--- src/hdl/ufc_params.svh ---
`ifndef UFC_PARAMS_SVH
`define UFC_PARAMS_SVH
// Register byte offsets
`define UFC_A_DIV_LO 8'h00
`define UFC_A_DIV_HI 8'h04
`define UFC_A_IER 8'h08
`define UFC_A_FCR 8'h0c
`define UFC_A_LCR 8'h10
`define UFC_A_MCR 8'h14
`define UFC_A_LSR 8'h18
`define UFC_A_MSR 8'h1c
`define UFC_A_SPR 8'h20
`define UFC_A_EFR 8'h24
`define UFC_A_TCR 8'h28
`define UFC_A_TLR 8'h2c
`define UFC_A_R1 8'h30
`define UFC_A_R2 8'h34
`define UFC_A_P1 8'h38
`define UFC_A_P2 8'h3c
`define UFC_A_IIR 8'h40
`define UFC_A_LVL 8'h44
`define UFC_A_IOC 8'h48
`define UFC_A_SWRST 8'h4c
// Reset and identification values
`define UFC_RST_LCR 8'h1d
`define UFC_RST_LSR 8'h60
`define UFC_RST_TXLVL 8'h40
`define UFC_RST_IIR 8'h01
`define UFC_IIR_PAUSE 8'h10
// Trigger levels in characters
`define UFC_TRIG_OFF 7'h01
`define UFC_TRIG_0 7'h08
`define UFC_TRIG_1 7'h10
`define UFC_TRIG_2 7'h20
`define UFC_TRIG_3 7'h38
// Word length masks
`define UFC_MASK_5 8'h1f
`define UFC_MASK_6 8'h3f
`define UFC_MASK_7 8'h7f
`define UFC_MASK_8 8'hff
// Field positions
`define UFC_EFR_ACTS 7
`define UFC_EFR_ARTS 6
`define UFC_EFR_SPEC 5
`define UFC_MCR_ANY 5
`define UFC_MCR_RTS 1
`define UFC_IER_PAUSE 5
`define UFC_FCR_EN 0
`define UFC_SWRST_BIT 0
`endif

--- src/hdl/ufc_pkg.sv ---
// Purpose: types of the flow control block
// Assumes: ufc_params.svh holds the numbers
// Notes: cleared state is one packed struct, values kept across reset another
package ufc_pkg;
  typedef enum logic [1:0] {UFC_RUN = 2'b01, UFC_HALT = 2'b10} ufc_flow_t;
  typedef struct packed {
    logic valid;
    logic [7:0] data;
  } ufc_char_t;
  typedef struct packed {
    logic [7:0] irq_enable_reg, fifo_ctrl_reg, line_ctrl_reg, modem_ctrl_reg, enhanced_feature_reg, flow_threshold_reg, programmable_trigger_reg, ioc, line_status_reg, tx_lvl, rx_lvl;
    logic msr_d, cts_s1, cts_s2, cts_prev;
    ufc_flow_t rts_st, sw_st;
    logic [1:0] pend;
    logic pend_res, paused, prev_p1, prev_r1, pause_flag, spec_flag;
    logic rts_n, irq_oe, pop, fifo_clr;
    logic [6:0] rx_trig, tx_trig;
    ufc_char_t tx, rx_st;
    logic dp_wr;
    logic [7:0] dp_addr;
    logic [31:0] hrdata;
  } ufc_state_t;
  typedef struct packed {
    logic [7:0] div_lo, div_hi, scratchpad_reg, r1, r2, p1, p2;
  } ufc_keep_t;
endpackage : ufc_pkg

--- src/hdl/ufc_top.sv ---
// Purpose: UART flow control and FIFO trigger logic behind AHB-Lite
// Assumes: transmitter, receiver and FIFOs sit outside on hclk
// Notes: divisor, scratchpad and flow characters survive reset
// Functional notes
// - FIFOs off after reset, trigger one
// - nonzero programmable trigger wins, else selectable
// - auto CTS and auto RTS enabled separately
// - auto CTS sampled before each character start
// - RTS active below halt, dropped at halt
// - RTS reasserted at resume threshold
// - zero threshold register uses selectable triggers
// - late character after RTS drop still stored
// - upper field bits pick transmitted flow sets
// - lower field bits pick receive comparison
// - resume-on-any restarts transmit after pause
// - special character flags, stores, never halts
// - pause stops after current character, flags
// - resume character restarts, clears pause flag
// - pause characters sent past halt level
// - resume characters sent at resume level, below it with selectable triggers
// - flow characters masked to word length
// - all resets give same register values
// - divisor, scratchpad, flow characters not reset
// - RTS high, IRQ released, modem status
// - RTS and CTS active low
//
// The register addresses and register access over AHB-Lite were decided locally.
`include "ufc_params.svh"
module ufc_top (
  // Clock, reset, enable
  input wire logic hclk,
  input wire logic hresetn,
  input wire logic ce,
  // AHB-Lite slave
  input wire logic hsel,
  input wire logic [31:0] haddr,
  input wire logic [1:0] htrans,
  input wire logic hwrite,
  input wire logic [2:0] hsize,
  input wire logic [31:0] hwdata,
  input wire logic hready,
  output logic [31:0] hrdata,
  output logic hreadyout,
  output logic hresp,
  // Modem and interrupt pins
  input wire logic cts_n,
  output logic rts_n,
  output logic irq_n_o,
  output logic irq_n_oe,
  // Receiver and receive FIFO
  input wire ufc_pkg::ufc_char_t rx_in,
  input wire logic [6:0] rx_level,
  output ufc_pkg::ufc_char_t rx_store,
  output logic [6:0] rx_trig_level,
  // Transmitter and transmit FIFO
  input wire logic tx_ready,
  input wire logic tx_data_valid,
  input wire logic [7:0] tx_data,
  input wire logic [7:0] tx_space,
  output ufc_pkg::ufc_char_t tx_out,
  output logic tx_data_pop,
  output logic [6:0] tx_trig_level,
  // Configuration to the rest of the UART
  output logic fifo_clear,
  output logic [15:0] divisor,
  output logic [7:0] line_ctrl,
  output logic [7:0] io_ctrl
);
  ufc_pkg::ufc_state_t st, n;
  ufc_pkg::ufc_keep_t kp, nk;
  logic [6:0] rx_trig, tx_trig, halt_lvl, res_lvl;
  logic [7:0] wmask, rc, rd, flow_char;
  logic tcr_used, either, seq, cts_ok, ap, sw_res;
  logic m_p1, m_p2, m_r1, m_r2;
  logic spec_hit, pause_hit, resume_hit, first_hit, any_hit, consumed;

  // Reset image of all cleared state
  function automatic ufc_pkg::ufc_state_t rst_val();
    ufc_pkg::ufc_state_t r;
    r = '0;
    r.line_ctrl_reg = `UFC_RST_LCR;
    r.line_status_reg = `UFC_RST_LSR;
    r.tx_lvl = `UFC_RST_TXLVL;
    r.rts_st = ufc_pkg::UFC_RUN;
    r.sw_st = ufc_pkg::UFC_RUN;
    r.rts_n = 1'b1;
    r.rx_trig = `UFC_TRIG_OFF;
    r.tx_trig = `UFC_TRIG_OFF;
    return r;
  endfunction : rst_val

  localparam ufc_pkg::ufc_state_t ST_RST = rst_val();

  // Selectable trigger level by index
  function automatic logic [6:0] sel_lvl(input logic [1:0] i);
    case (i)
      2'h0: sel_lvl = `UFC_TRIG_0;
      2'h1: sel_lvl = `UFC_TRIG_1;
      2'h2: sel_lvl = `UFC_TRIG_2;
      default: sel_lvl = `UFC_TRIG_3;
    endcase
  endfunction : sel_lvl

  // Trigger levels: FIFO off gives one, programmable beats selectable
  assign rx_trig = !st.fifo_ctrl_reg[`UFC_FCR_EN] ? `UFC_TRIG_OFF :
                   (st.programmable_trigger_reg[7:4] != 4'h0) ? {1'b0, st.programmable_trigger_reg[7:4], 2'b00} :
                   sel_lvl(st.fifo_ctrl_reg[7:6]);
  assign tx_trig = !st.fifo_ctrl_reg[`UFC_FCR_EN] ? `UFC_TRIG_OFF :
                   (st.programmable_trigger_reg[3:0] != 4'h0) ? {1'b0, st.programmable_trigger_reg[3:0], 2'b00} :
                   sel_lvl(st.fifo_ctrl_reg[5:4]);

  // Halt and resume points
  assign tcr_used = st.flow_threshold_reg != 8'h00;
  assign halt_lvl = tcr_used ? {1'b0, st.flow_threshold_reg[3:0], 2'b00} : rx_trig;
  assign res_lvl = tcr_used ? {1'b0, st.flow_threshold_reg[7:4], 2'b00} :
                   (st.fifo_ctrl_reg[7:6] == 2'h0) ? 7'h00 : sel_lvl(st.fifo_ctrl_reg[7:6] - 2'h1);
  assign sw_res = tcr_used ? (rx_level <= res_lvl) : (rx_level < res_lvl);

  // Word length mask
  always_comb begin
    case (st.line_ctrl_reg[1:0])
      2'h0: wmask = `UFC_MASK_5;
      2'h1: wmask = `UFC_MASK_6;
      2'h2: wmask = `UFC_MASK_7;
      default: wmask = `UFC_MASK_8;
    endcase
  end

  // Received character against the four flow characters
  assign rc = rx_in.data & wmask;
  assign m_p1 = rc == (kp.p1 & wmask);
  assign m_p2 = rc == (kp.p2 & wmask);
  assign m_r1 = rc == (kp.r1 & wmask);
  assign m_r2 = rc == (kp.r2 & wmask);

  // Receive comparison modes
  assign either = (st.enhanced_feature_reg[1:0] == 2'b11) && (st.enhanced_feature_reg[3:2] == 2'b10 || st.enhanced_feature_reg[3:2] == 2'b01);
  assign seq = (st.enhanced_feature_reg[1:0] == 2'b11) && !either;
  assign spec_hit = rx_in.valid && st.enhanced_feature_reg[`UFC_EFR_SPEC] && m_p2;
  always_comb begin
    pause_hit = 1'b0;
    resume_hit = 1'b0;
    if (rx_in.valid && !spec_hit) begin
      if (st.enhanced_feature_reg[1:0] == 2'b10) begin
        pause_hit = m_p1;
        resume_hit = m_r1;
      end else if (st.enhanced_feature_reg[1:0] == 2'b01) begin
        pause_hit = m_p2;
        resume_hit = m_r2;
      end else if (either) begin
        pause_hit = m_p1 || m_p2;
        resume_hit = m_r1 || m_r2;
      end else if (seq) begin
        pause_hit = st.prev_p1 && m_p2;
        resume_hit = st.prev_r1 && m_r2;
      end
    end
  end
  assign first_hit = rx_in.valid && seq && !spec_hit && !pause_hit && !resume_hit && (m_p1 || m_r1);
  assign any_hit = rx_in.valid && st.modem_ctrl_reg[`UFC_MCR_ANY] && st.paused && !pause_hit;
  assign consumed = pause_hit || resume_hit || first_hit;

  // Auto CTS gate, CTS low permits a start
  assign cts_ok = !st.enhanced_feature_reg[`UFC_EFR_ACTS] || !st.cts_s2;

  // Flow character chosen from the pending set
  assign flow_char = (st.pend_res ? (st.pend[0] ? kp.r1 : kp.r2) : (st.pend[0] ? kp.p1 : kp.p2)) & wmask;

  // Bus address phase
  assign ap = hsel && htrans[1] && hready;

  // Next state of the whole block
  always_comb begin
    n = st;
    nk = kp;
    rd = 8'h00;
    n.tx.valid = 1'b0;
    n.pop = 1'b0;
    n.rx_st.valid = 1'b0;
    n.fifo_clr = 1'b0;
    n.cts_s1 = cts_n;
    n.cts_s2 = st.cts_s1;
    n.cts_prev = st.cts_s2;
    n.line_status_reg = {1'b0, tx_ready && !tx_data_valid, !tx_data_valid, 5'h00};
    n.tx_lvl = tx_space;
    n.rx_lvl = {1'b0, rx_level};
    n.rx_trig = rx_trig;
    n.tx_trig = tx_trig;
    if (st.cts_s2 != st.cts_prev) begin
      n.msr_d = 1'b1;
    end
    // Hardware flow hysteresis
    case (st.rts_st)
      ufc_pkg::UFC_RUN: begin
        if (rx_level >= halt_lvl) begin
          n.rts_st = ufc_pkg::UFC_HALT;
        end
      end
      ufc_pkg::UFC_HALT: begin
        if (rx_level <= res_lvl) begin
          n.rts_st = ufc_pkg::UFC_RUN;
        end
      end
      default: n.rts_st = ufc_pkg::UFC_RUN;
    endcase
    // Transmitter arbitration, flow characters first
    if (tx_ready && cts_ok && !st.tx.valid) begin
      if (st.pend != 2'b00) begin
        n.tx = '{1'b1, flow_char};
        if (st.pend[0]) begin
          n.pend[0] = 1'b0;
        end else begin
          n.pend[1] = 1'b0;
        end
      end else if (tx_data_valid && !st.paused) begin
        n.tx = '{1'b1, tx_data & wmask};
        n.pop = 1'b1;
      end
    end
    // Software flow hysteresis, queues the chosen sets
    case (st.sw_st)
      ufc_pkg::UFC_RUN: begin
        if (rx_level > halt_lvl) begin
          n.sw_st = ufc_pkg::UFC_HALT;
          n.pend = {st.enhanced_feature_reg[2], st.enhanced_feature_reg[3]};
          n.pend_res = 1'b0;
        end
      end
      ufc_pkg::UFC_HALT: begin
        if (sw_res) begin
          n.sw_st = ufc_pkg::UFC_RUN;
          n.pend = {st.enhanced_feature_reg[2], st.enhanced_feature_reg[3]};
          n.pend_res = 1'b1;
        end
      end
      default: n.sw_st = ufc_pkg::UFC_RUN;
    endcase
    // Received flow characters
    if (rx_in.valid) begin
      n.prev_p1 = first_hit && m_p1;
      n.prev_r1 = first_hit && m_r1;
    end
    if (pause_hit) begin
      n.paused = 1'b1;
      if (st.irq_enable_reg[`UFC_IER_PAUSE]) begin
        n.pause_flag = 1'b1;
      end
    end
    if (resume_hit || any_hit) begin
      n.paused = 1'b0;
      n.pause_flag = 1'b0;
    end
    if (rx_in.valid && !consumed) begin
      n.rx_st = '{1'b1, rx_in.data};
    end
    // Data phase write
    if (st.dp_wr) begin
      case (st.dp_addr)
        `UFC_A_DIV_LO: nk.div_lo = hwdata[7:0];
        `UFC_A_DIV_HI: nk.div_hi = hwdata[7:0];
        `UFC_A_IER: n.irq_enable_reg = hwdata[7:0];
        `UFC_A_FCR: n.fifo_ctrl_reg = hwdata[7:0];
        `UFC_A_LCR: n.line_ctrl_reg = hwdata[7:0];
        `UFC_A_MCR: n.modem_ctrl_reg = hwdata[7:0];
        `UFC_A_SPR: nk.scratchpad_reg = hwdata[7:0];
        `UFC_A_EFR: n.enhanced_feature_reg = hwdata[7:0];
        `UFC_A_TCR: n.flow_threshold_reg = hwdata[7:0];
        `UFC_A_TLR: n.programmable_trigger_reg = hwdata[7:0];
        `UFC_A_R1: nk.r1 = hwdata[7:0];
        `UFC_A_R2: nk.r2 = hwdata[7:0];
        `UFC_A_P1: nk.p1 = hwdata[7:0];
        `UFC_A_P2: nk.p2 = hwdata[7:0];
        `UFC_A_IOC: n.ioc = hwdata[7:0];
        `UFC_A_SWRST: begin
          if (hwdata[`UFC_SWRST_BIT]) begin
            n = ST_RST;
            n.cts_s1 = cts_n;
            n.cts_s2 = st.cts_s1;
            n.cts_prev = st.cts_s2;
            n.fifo_clr = 1'b1;
          end
        end
        default: n.irq_enable_reg = n.irq_enable_reg;
      endcase
    end
    // Address phase capture and read data
    n.dp_wr = ap && hwrite;
    n.dp_addr = haddr[7:0];
    if (ap && !hwrite) begin
      case (haddr[7:0])
        `UFC_A_DIV_LO: rd = nk.div_lo;
        `UFC_A_DIV_HI: rd = nk.div_hi;
        `UFC_A_IER: rd = n.irq_enable_reg;
        `UFC_A_FCR: rd = n.fifo_ctrl_reg;
        `UFC_A_LCR: rd = n.line_ctrl_reg;
        `UFC_A_MCR: rd = n.modem_ctrl_reg;
        `UFC_A_LSR: rd = n.line_status_reg;
        `UFC_A_MSR: rd = {3'b000, !st.cts_s2, 3'b000, n.msr_d};
        `UFC_A_SPR: rd = nk.scratchpad_reg;
        `UFC_A_EFR: rd = n.enhanced_feature_reg;
        `UFC_A_TCR: rd = n.flow_threshold_reg;
        `UFC_A_TLR: rd = n.programmable_trigger_reg;
        `UFC_A_R1: rd = nk.r1;
        `UFC_A_R2: rd = nk.r2;
        `UFC_A_P1: rd = nk.p1;
        `UFC_A_P2: rd = nk.p2;
        `UFC_A_IIR: rd = (n.pause_flag || n.spec_flag) ? `UFC_IIR_PAUSE : `UFC_RST_IIR;
        `UFC_A_LVL: rd = n.tx_lvl;
        `UFC_A_IOC: rd = n.ioc;
        default: rd = 8'h00;
      endcase
      n.hrdata = {24'h000000, rd};
      // Reads that clear, a new event in the same cycle wins
      if (haddr[7:0] == `UFC_A_MSR && st.cts_s2 == st.cts_prev) begin
        n.msr_d = 1'b0;
      end
      if (haddr[7:0] == `UFC_A_IIR && !spec_hit) begin
        n.spec_flag = 1'b0;
      end
    end
    if (spec_hit) begin
      n.spec_flag = 1'b1;
    end
    // Pin drive from the settled next state
    n.rts_n = n.enhanced_feature_reg[`UFC_EFR_ARTS] ? (n.rts_st == ufc_pkg::UFC_HALT) : !n.modem_ctrl_reg[`UFC_MCR_RTS];
    n.irq_oe = n.pause_flag || n.spec_flag;
  end

  // State register, cleared by the reset pin
  always_ff @(posedge hclk or negedge hresetn) begin
    if (!hresetn) begin
      st <= ST_RST;
    end else if (ce) begin
      st <= n;
    end
  end

  // Values kept across every reset
  always_ff @(posedge hclk) begin
    if (ce) begin
      kp <= nk;
    end
  end

  // Outputs
  assign hrdata = st.hrdata;
  assign hreadyout = 1'b1;
  assign hresp = 1'b0;
  assign rts_n = st.rts_n;
  assign irq_n_o = 1'b0;
  assign irq_n_oe = st.irq_oe;
  assign rx_store = st.rx_st;
  assign rx_trig_level = st.rx_trig;
  assign tx_out = st.tx;
  assign tx_data_pop = st.pop;
  assign tx_trig_level = st.tx_trig;
  assign fifo_clear = st.fifo_clr;
  assign divisor = {kp.div_hi, kp.div_lo};
  assign line_ctrl = st.line_ctrl_reg;
  assign io_ctrl = st.ioc;
endmodule : ufc_top

--- config.mk ---
export PLATFORM = sky130hd
export DESIGN_NAME = ufc_top
export DESIGN_NICKNAME = d
export VERILOG_FILES = /design/src/hdl/ufc_pkg.sv /design/src/hdl/ufc_top.sv
export VERILOG_INCLUDE_DIRS = /design/src /design/src/hdl
export SDC_FILE = /design/constraint.sdc
export NUM_CORES = 1
export LEC_CHECK = 0
export BUFFER_PORTS_ARGS = -buffer_cell sky130_fd_sc_hd__buf_2
export CORE_MARGIN = 1.5
export CORE_UTILIZATION = 51
export CTS_CLUSTER_SIZE = 20
export DETAILED_ROUTE_END_ITERATION = 8
export PLACE_DENSITY_LB_ADDON = 0.1
export SLEW_MARGIN = 0
export SYNTH_ARGS = -nofsm -noshare
export SYNTH_HDL_FRONTEND = slang
export SYNTH_SLANG_ARGS = --single-unit
--- constraint.sdc ---
create_clock -name hclk -period 3.3 [get_ports hclk]
set_input_delay 0.66 -clock hclk [delete_from_list [all_inputs] [get_ports hclk]]
set_output_delay 0.66 -clock hclk [all_outputs]
set_load 0.05 [all_outputs]
==> flow_metrics.env, run 1 <==
export IMPL_hold_worst_slack_ps=226
export IMPL_setup_violations=0
export IMPL_vias=10052
export IMPL_synth_area_leaders="dfrtp_1, edfxtp_1, mux2_2"
export IMPL_antenna_left=0
export IMPL_grt_pass1_vias=9687
export IMPL_powerDensity_nw_per_um2=488
export IMPL_yosysMostFrequentCell="dfrtp_1"
export IMPL_worstSetupPathType="flop to flop"
export IMPL_slew_viol_final=0
export IMPL_hold_viol_final=0
export IMPL_dp_hpwl_mm=29.6
export IMPL_viasPerCell=6.52
export IMPL_crit_required_ps=3600
export IMPL_syn_avg_cell_area_um2=10.2
export IMPL_grt_pass1_wl_mm=60.3
export IMPL_antenna_cells=0
export IMPL_worstPathArrival_ps=3480
export IMPL_rsz0062_at_grt="false"
export IMPL_first_pass_iters=5
export IMPL_wl_mm=39.8
export IMPL_place_area_um2=12500
export IMPL_synth_top_family_by_area="compound AO/OA/AOI/OAI gates"
export IMPL_regMostFlops="st"
export IMPL_yosys_area_share_xor_xnor_pct=2.57
export IMPL_synth_compound_area_share_pct=21.0
export IMPL_core_area_um2=22500
export IMPL_clk_latency_ps=440
export IMPL_ys_seq_area_share_pct=42.2
export IMPL_fin_crit_sh_pct=96.3
export IMPL_postLayoutCellArea_um2=13100
export IMPL_tns_ps=0
export IMPL_synthSimpleGateAreaFrac_pct=14.6
export IMPL_fin_crit_ps=3180
export IMPL_worstHoldPathType="input pin to asynchronous set/reset pin"
export IMPL_timing_rr_start="st[34]"
export IMPL_cts_htree_levels=4
export IMPL_netlist_area_leader_share_pct=25.9
export IMPL_clock_fmax_mhz=315
export IMPL_drtIter0Drc=1150
export IMPL_nNetsFinal=1375
export IMPL_synthFlopType="dfrtp_1"
export IMPL_ir_worst_vdd_mv=0.302
export IMPL_yosysWarnings=0
export IMPL_netlist_top_cells_count="dfrtp_1, buf_4, nand2_1, a22o_1, mux2_2"
export IMPL_synthAdderAreaFrac_pct=2.26
export IMPL_netlist_instances=1138
export IMPL_die_x_um=154
export IMPL_setup_slack_ps=122
export IMPL_grt_max_degree=73
export IMPL_clockRootBuffer="clkbuf_16"
export IMPL_synth_top_cell_by_area="dfrtp_1"
export IMPL_cts_sinks=184
export IMPL_syn_area_um2=11600
export IMPL_drc=0
export IMPL_hold_buffers=0
export IMPL_worst_slew_pin_slew_ps=779
export IMPL_fill_cells=1982
export IMPL_rows=55
export IMPL_crit_start="st[34]"
export IMPL_io_buffers=129
export IMPL_crit_fanout=10
export IMPL_ys_types=86
export IMPL_cts_buffer_depth=2
export IMPL_path_clk_slew_ps=80
export IMPL_die_area_um2=23700
export IMPL_leakage_nw=5.60
export IMPL_synth_edff_count=56
export IMPL_cp_start_kind="flop"
export IMPL_place_congestion=1.00
export IMPL_ys_ff_latch=184
export IMPL_cap_violations=0
export IMPL_wl_per_cell_um=25.8
export IMPL_slew_headroom_pct=47.7
export IMPL_area_growth_pct=13.3
export IMPL_end_kind="flop"
export IMPL_initial_core_util_pct=51.6
export IMPL_largest_register_ffs=73
export IMPL_synthArstFlopShare_pct=69.6
export IMPL_grt_util_all_layers_pct=34.1
export IMPL_gr_total_overflow=0
export IMPL_muxShareOfSynthArea_pct=7.55
export IMPL_cts_made_buffers=17
export IMPL_status="finished clean"
export IMPL_drive_above_1_share_pct=30.4
export IMPL_dieHeight_um=154
export IMPL_power_total_mw=6.41
export IMPL_antenna_found_initial=0
export IMPL_cts_tree="done"
export IMPL_finClkSkew_ps=10.7
export IMPL_io_pin_count=213
export IMPL_post_place_ws_ps=-232
## logic make-up after synthesis
kind of cell / Yosys count
compound gates: 320
xor+xnor: 34
fa+ha+maj: 21
buf+inv: 197
flops: 184
mux: 78
other cells: 2
simple gates: 302
## layer usage
| metal | track usage [%] | vias to the layer above | share of wire [%] |
|---|---|---|---|
| li1 | - | 4441 | - |
| met1 | 48.6 | 4949 | 44 |
| met2 | 52.0 | 561 | 44 |
| met3 | 4.26 | 101 | 7.5 |
| met4 | 15.4 | 0 | 4.1 |
| met5 | 0 | - | 0 |
## final timing paths
path | end | slack, ps | cells after the start
min in group hclk | st[91] | 450 | 2
min | tx_trig_level[3] | 230 | 1
max | hrdata[0] | 120 | 9
max reg2reg | hrdata[0] | 120 | 9
max in group asynchronous | line_ctrl[4] | 2260 | 2
min reg2reg | rx_store[8] | 480 | 1
## through the flow
step	utilization (%)	std cells
after floorplan	-	1167
final	58.4	1542
after CTS	58.3	1540
after detailed placement	55.5	1508
after global routing	58.4	1542
after global placement	55.5	1508
## final cells by class
| cell class | count | area (um2) | share of cell area [%] |
|---|---|---|---|
| clock buffer | 17 | 425 | 3.24 |
| sequential | 184 | 4890 | 37.2 |
| inverter | 24 | 90.1 | 0.685 |
| tap | 285 | 357 | 2.71 |
| multi-input combinational | 786 | 5750 | 43.7 |
| timing repair buffer | 231 | 1450 | 11.0 |
| clock inverter | 15 | 186 | 1.42 |
## what timing repair did
action                     4_1_cts  5_1_grt
setup endpoints to repair        3        6
setup buffers                    0        2
pin swaps                        1        3
cloned                           0        0
gates resized for setup          4        8
## placed cells by master, fill, tap and decap left out, types with 7 or more instances in the layout
master       n
nand3_1     31
xnor2_1     11
and3_1      13
xor2_1      23
dfstp_2      8
o21ai_0     41
dfrtp_1    120
nor4_1      14
and2_1      10
o2bb2ai_1   14
nor2b_1      7
a22o_1      78
a221oi_1     9
conb_1      31
a32oi_1      9
a21oi_1     31
buf_2      127
edfxtp_1    56
a222oi_1     9
inv_1       23
a22oi_1     10
nor2_1      57
mux2_2      76
nor3_1      18
o31ai_1     10
nand2_1     79
o21ai_1      7
a32o_1      10
a211oi_1    12
buf_4      101
a31oi_1     15
ha_1        21
clkbuf_16   17
## critical path: stages (launching register included)
cell	delay [ps]
dfrtp_1	540
or4b_1	540
nor3_1	240
buf_4	220
nor3b_1	110
a2111oi_1	670
buf_4	220
nand3_1	70
nor4_1	310
a32oi_1	140
## power by group
group / internal (mW) / switching, mW / total, mW
sequential: 2.56 / 0.210 / 2.77
combinational: 0.509 / 0.967 / 1.48
clock: 1.15 / 1.01 / 2.17
total: 4.22 / 2.19 / 6.41
Note: power is estimated with default switching activity, not from simulation.
==> inputs of run 2 (changes only) <==
CORE_ASPECT_RATIO = 0.9   (was default)
==> run 2 against run 1 <==
Net effect:
- non-clock buffer count grew 2
- critical path depth grew 2
- design area about the same
- register-to-register slack about the same
- combinational power about the same
- global-route usage decreased by 0.25 points
- routed wire length about the same
- hold slack lost 80 ps
- worst setup slack gained 7.0 ps
- sequential share of layout area about the same
- via count increased by 1.9%
- largest power group unchanged
- highest routed layer unchanged
==> flow_metrics.env, run 2 (synthesis results as in run 1) <==
export IMPL_leakage_nw=5.59
export IMPL_antenna_cells=0
export IMPL_fin_crit_ps=3170
export IMPL_rsz0062_at_grt="true"
export IMPL_powerDensity_nw_per_um2=479
export IMPL_worstPathArrival_ps=3490
export IMPL_power_total_mw=6.30
export IMPL_status="finished clean"
export IMPL_cts_buffer_depth=2
export IMPL_setup_violations=0
export IMPL_core_area_um2=22400
export IMPL_viasPerCell=6.58
export IMPL_crit_required_ps=3620
export IMPL_initial_core_util_pct=51.8
export IMPL_hold_buffers=0
export IMPL_final_common_cell="buf_2"
export IMPL_cts_made_buffers=17
export IMPL_cpPeakStageDelay_ps=550
export IMPL_area_growth_pct=13.4
export IMPL_place_inst=1520
export IMPL_place_area_um2=12500
export IMPL_grt_max_degree=54
export IMPL_nNetsFinal=1377
export IMPL_slew_headroom_pct=27.6
export IMPL_io_buffers=129
export IMPL_fill_cells=1974
export IMPL_antenna_found_initial=1
export IMPL_crit_fanout=6
export IMPL_critical_path_top_delay_family="simple AND/OR/NAND/NOR gates"
export IMPL_die_area_um2=23700
export IMPL_critical_path_buf_inv_count=0
export IMPL_end_kind="flop"
export IMPL_dp_hpwl_mm=29.9
export IMPL_clk_latency_ps=440
export IMPL_first_pass_iters=6
export IMPL_ir_worst_vdd_mv=0.278
export IMPL_hold_viol_final=0
export IMPL_cts_htree_levels=4
export IMPL_grt_pass1_vias=9468
export IMPL_clockRootBuffer="clkbuf_16"
export IMPL_multi_input_area_um2=5760
export IMPL_regMostFlops="st"
export IMPL_gr_total_overflow=0
export IMPL_cp_cell_sequence="or4_4 -> nor2_4 -> a21oi_1 -> ha_1 -> nand4b_1 -> or4b_4 -> o21ai_4 -> nor2_1 -> o31ai_2 -> o21ai_1 -> a22o_1"
export IMPL_cp_start_kind="flop"
export IMPL_drtIter0Drc=1296
export IMPL_grt_util_all_layers_pct=33.8
export IMPL_cts_sinks=184
export IMPL_cap_violations=0
export IMPL_worstSetupPathType="flop to flop"
export IMPL_rows=52
export IMPL_worst_slew_pin_slew_ps=1080
export IMPL_wl_per_cell_um=25.6
export IMPL_drc=0
export IMPL_cts_tree="done"
export IMPL_antenna_left=0
export IMPL_drive_above_1_share_pct=30.3
export IMPL_regArea_um2=4890
export IMPL_slew_viol_final=0
export IMPL_grt_pass1_wl_mm=59.6
export IMPL_finClkSkew_ps=10.8
export IMPL_fin_crit_sh_pct=96.1
export IMPL_clock_fmax_mhz=315
export IMPL_worstHoldPathType="input pin to asynchronous set/reset pin"
export IMPL_vias=10245
export IMPL_stdcell_count=1556
export IMPL_wl_mm=39.8
export IMPL_largest_register_ffs=73
export IMPL_die_x_um=162
export IMPL_place_congestion=0.971
export IMPL_postLayoutCellArea_um2=13200
export IMPL_cp_slowest_cell="or4_4"
export IMPL_final_cell_mix="buf_2, dfrtp_1, buf_4"
export IMPL_dieHeight_um=146
export IMPL_io_pin_count=213
export IMPL_path_clk_slew_ps=70
[run 2: area by class of cell]
| cell class | instances | share of cell area [%] |
|---|---|---|
| Timing Repair Buffer | 233 | 11.2 |
| Sequential cell | 184 | 37.2 |
| Tap cell | 297 | 2.82 |
| Multi-Input combinational cell | 786 | 43.8 |
| Clock buffer | 19 | 3.29 |
| Inverter | 24 | 0.685 |
| Clock inverter | 13 | 1.02 |
[run 2: timing repair]
action | 4_1_cts | 5_1_grt
endpoints found under the setup margin | 4 | 6
pin swaps | 3 | 3
gates resized for setup | 9 | 4
setup buffers | 2 | 2
[run 2: layer usage]
| metal | share of wire, % | GRT usage, % | vias up |
|---|---|---|---|
| met2 | 42 | 48.9 | 636 |
| li1 | - | - | 4431 |
| met5 | 0 | 0 | - |
| met4 | 3.6 | 11.6 | 0 |
| met1 | 45 | 50.6 | 5074 |
| met3 | 9.4 | 6.48 | 104 |
[run 2: final timing paths]
check	startpoint	end	slack (ps)	cells after the start
worst min-delay path	hresetn	tx_trig_level[4]	150	1
worst max-delay path	st[136]	st[84]	130	11
worst max register to register	st[136]	st[84]	130	11
max in group asynchronous	hresetn	rts_n	2350	2
worst min register to register	hrdata[1]	hrdata[1]	470	1
min in group hclk	cts_n	st[91]	440	2
[run 2: report_power, final]
| part | switching, mW | internal, mW |
|---|---|---|
| Clock | 0.971 | 1.07 |
| Sequential | 0.214 | 2.56 |
| Combinational | 0.972 | 0.513 |
| Total | 2.16 | 4.14 |
[run 2: worst register-to-register path, stage by stage (launching register included)]
cell and delay (ps):
dfrtp_1 380, or4_4 550, nor2_4 180, a21oi_1 110, ha_1 300, nand4b_1 130, or4b_4 530, o21ai_4 190
nor2_1 90, o31ai_2 230, o21ai_1 110, a22o_1 250
[run 2: metrics by stage]
step	util, %	TNS (ps)	hold WS (ps)	setup WS, ps
floorplan	-	0	364	46.6
global placement	55.9	-355	457	-201
detailed placement	55.9	-604	458	-300
CTS	58.6	0	164	27.6
global route	58.8	-78.1	181	-28.9
finish	58.8	0	145	129
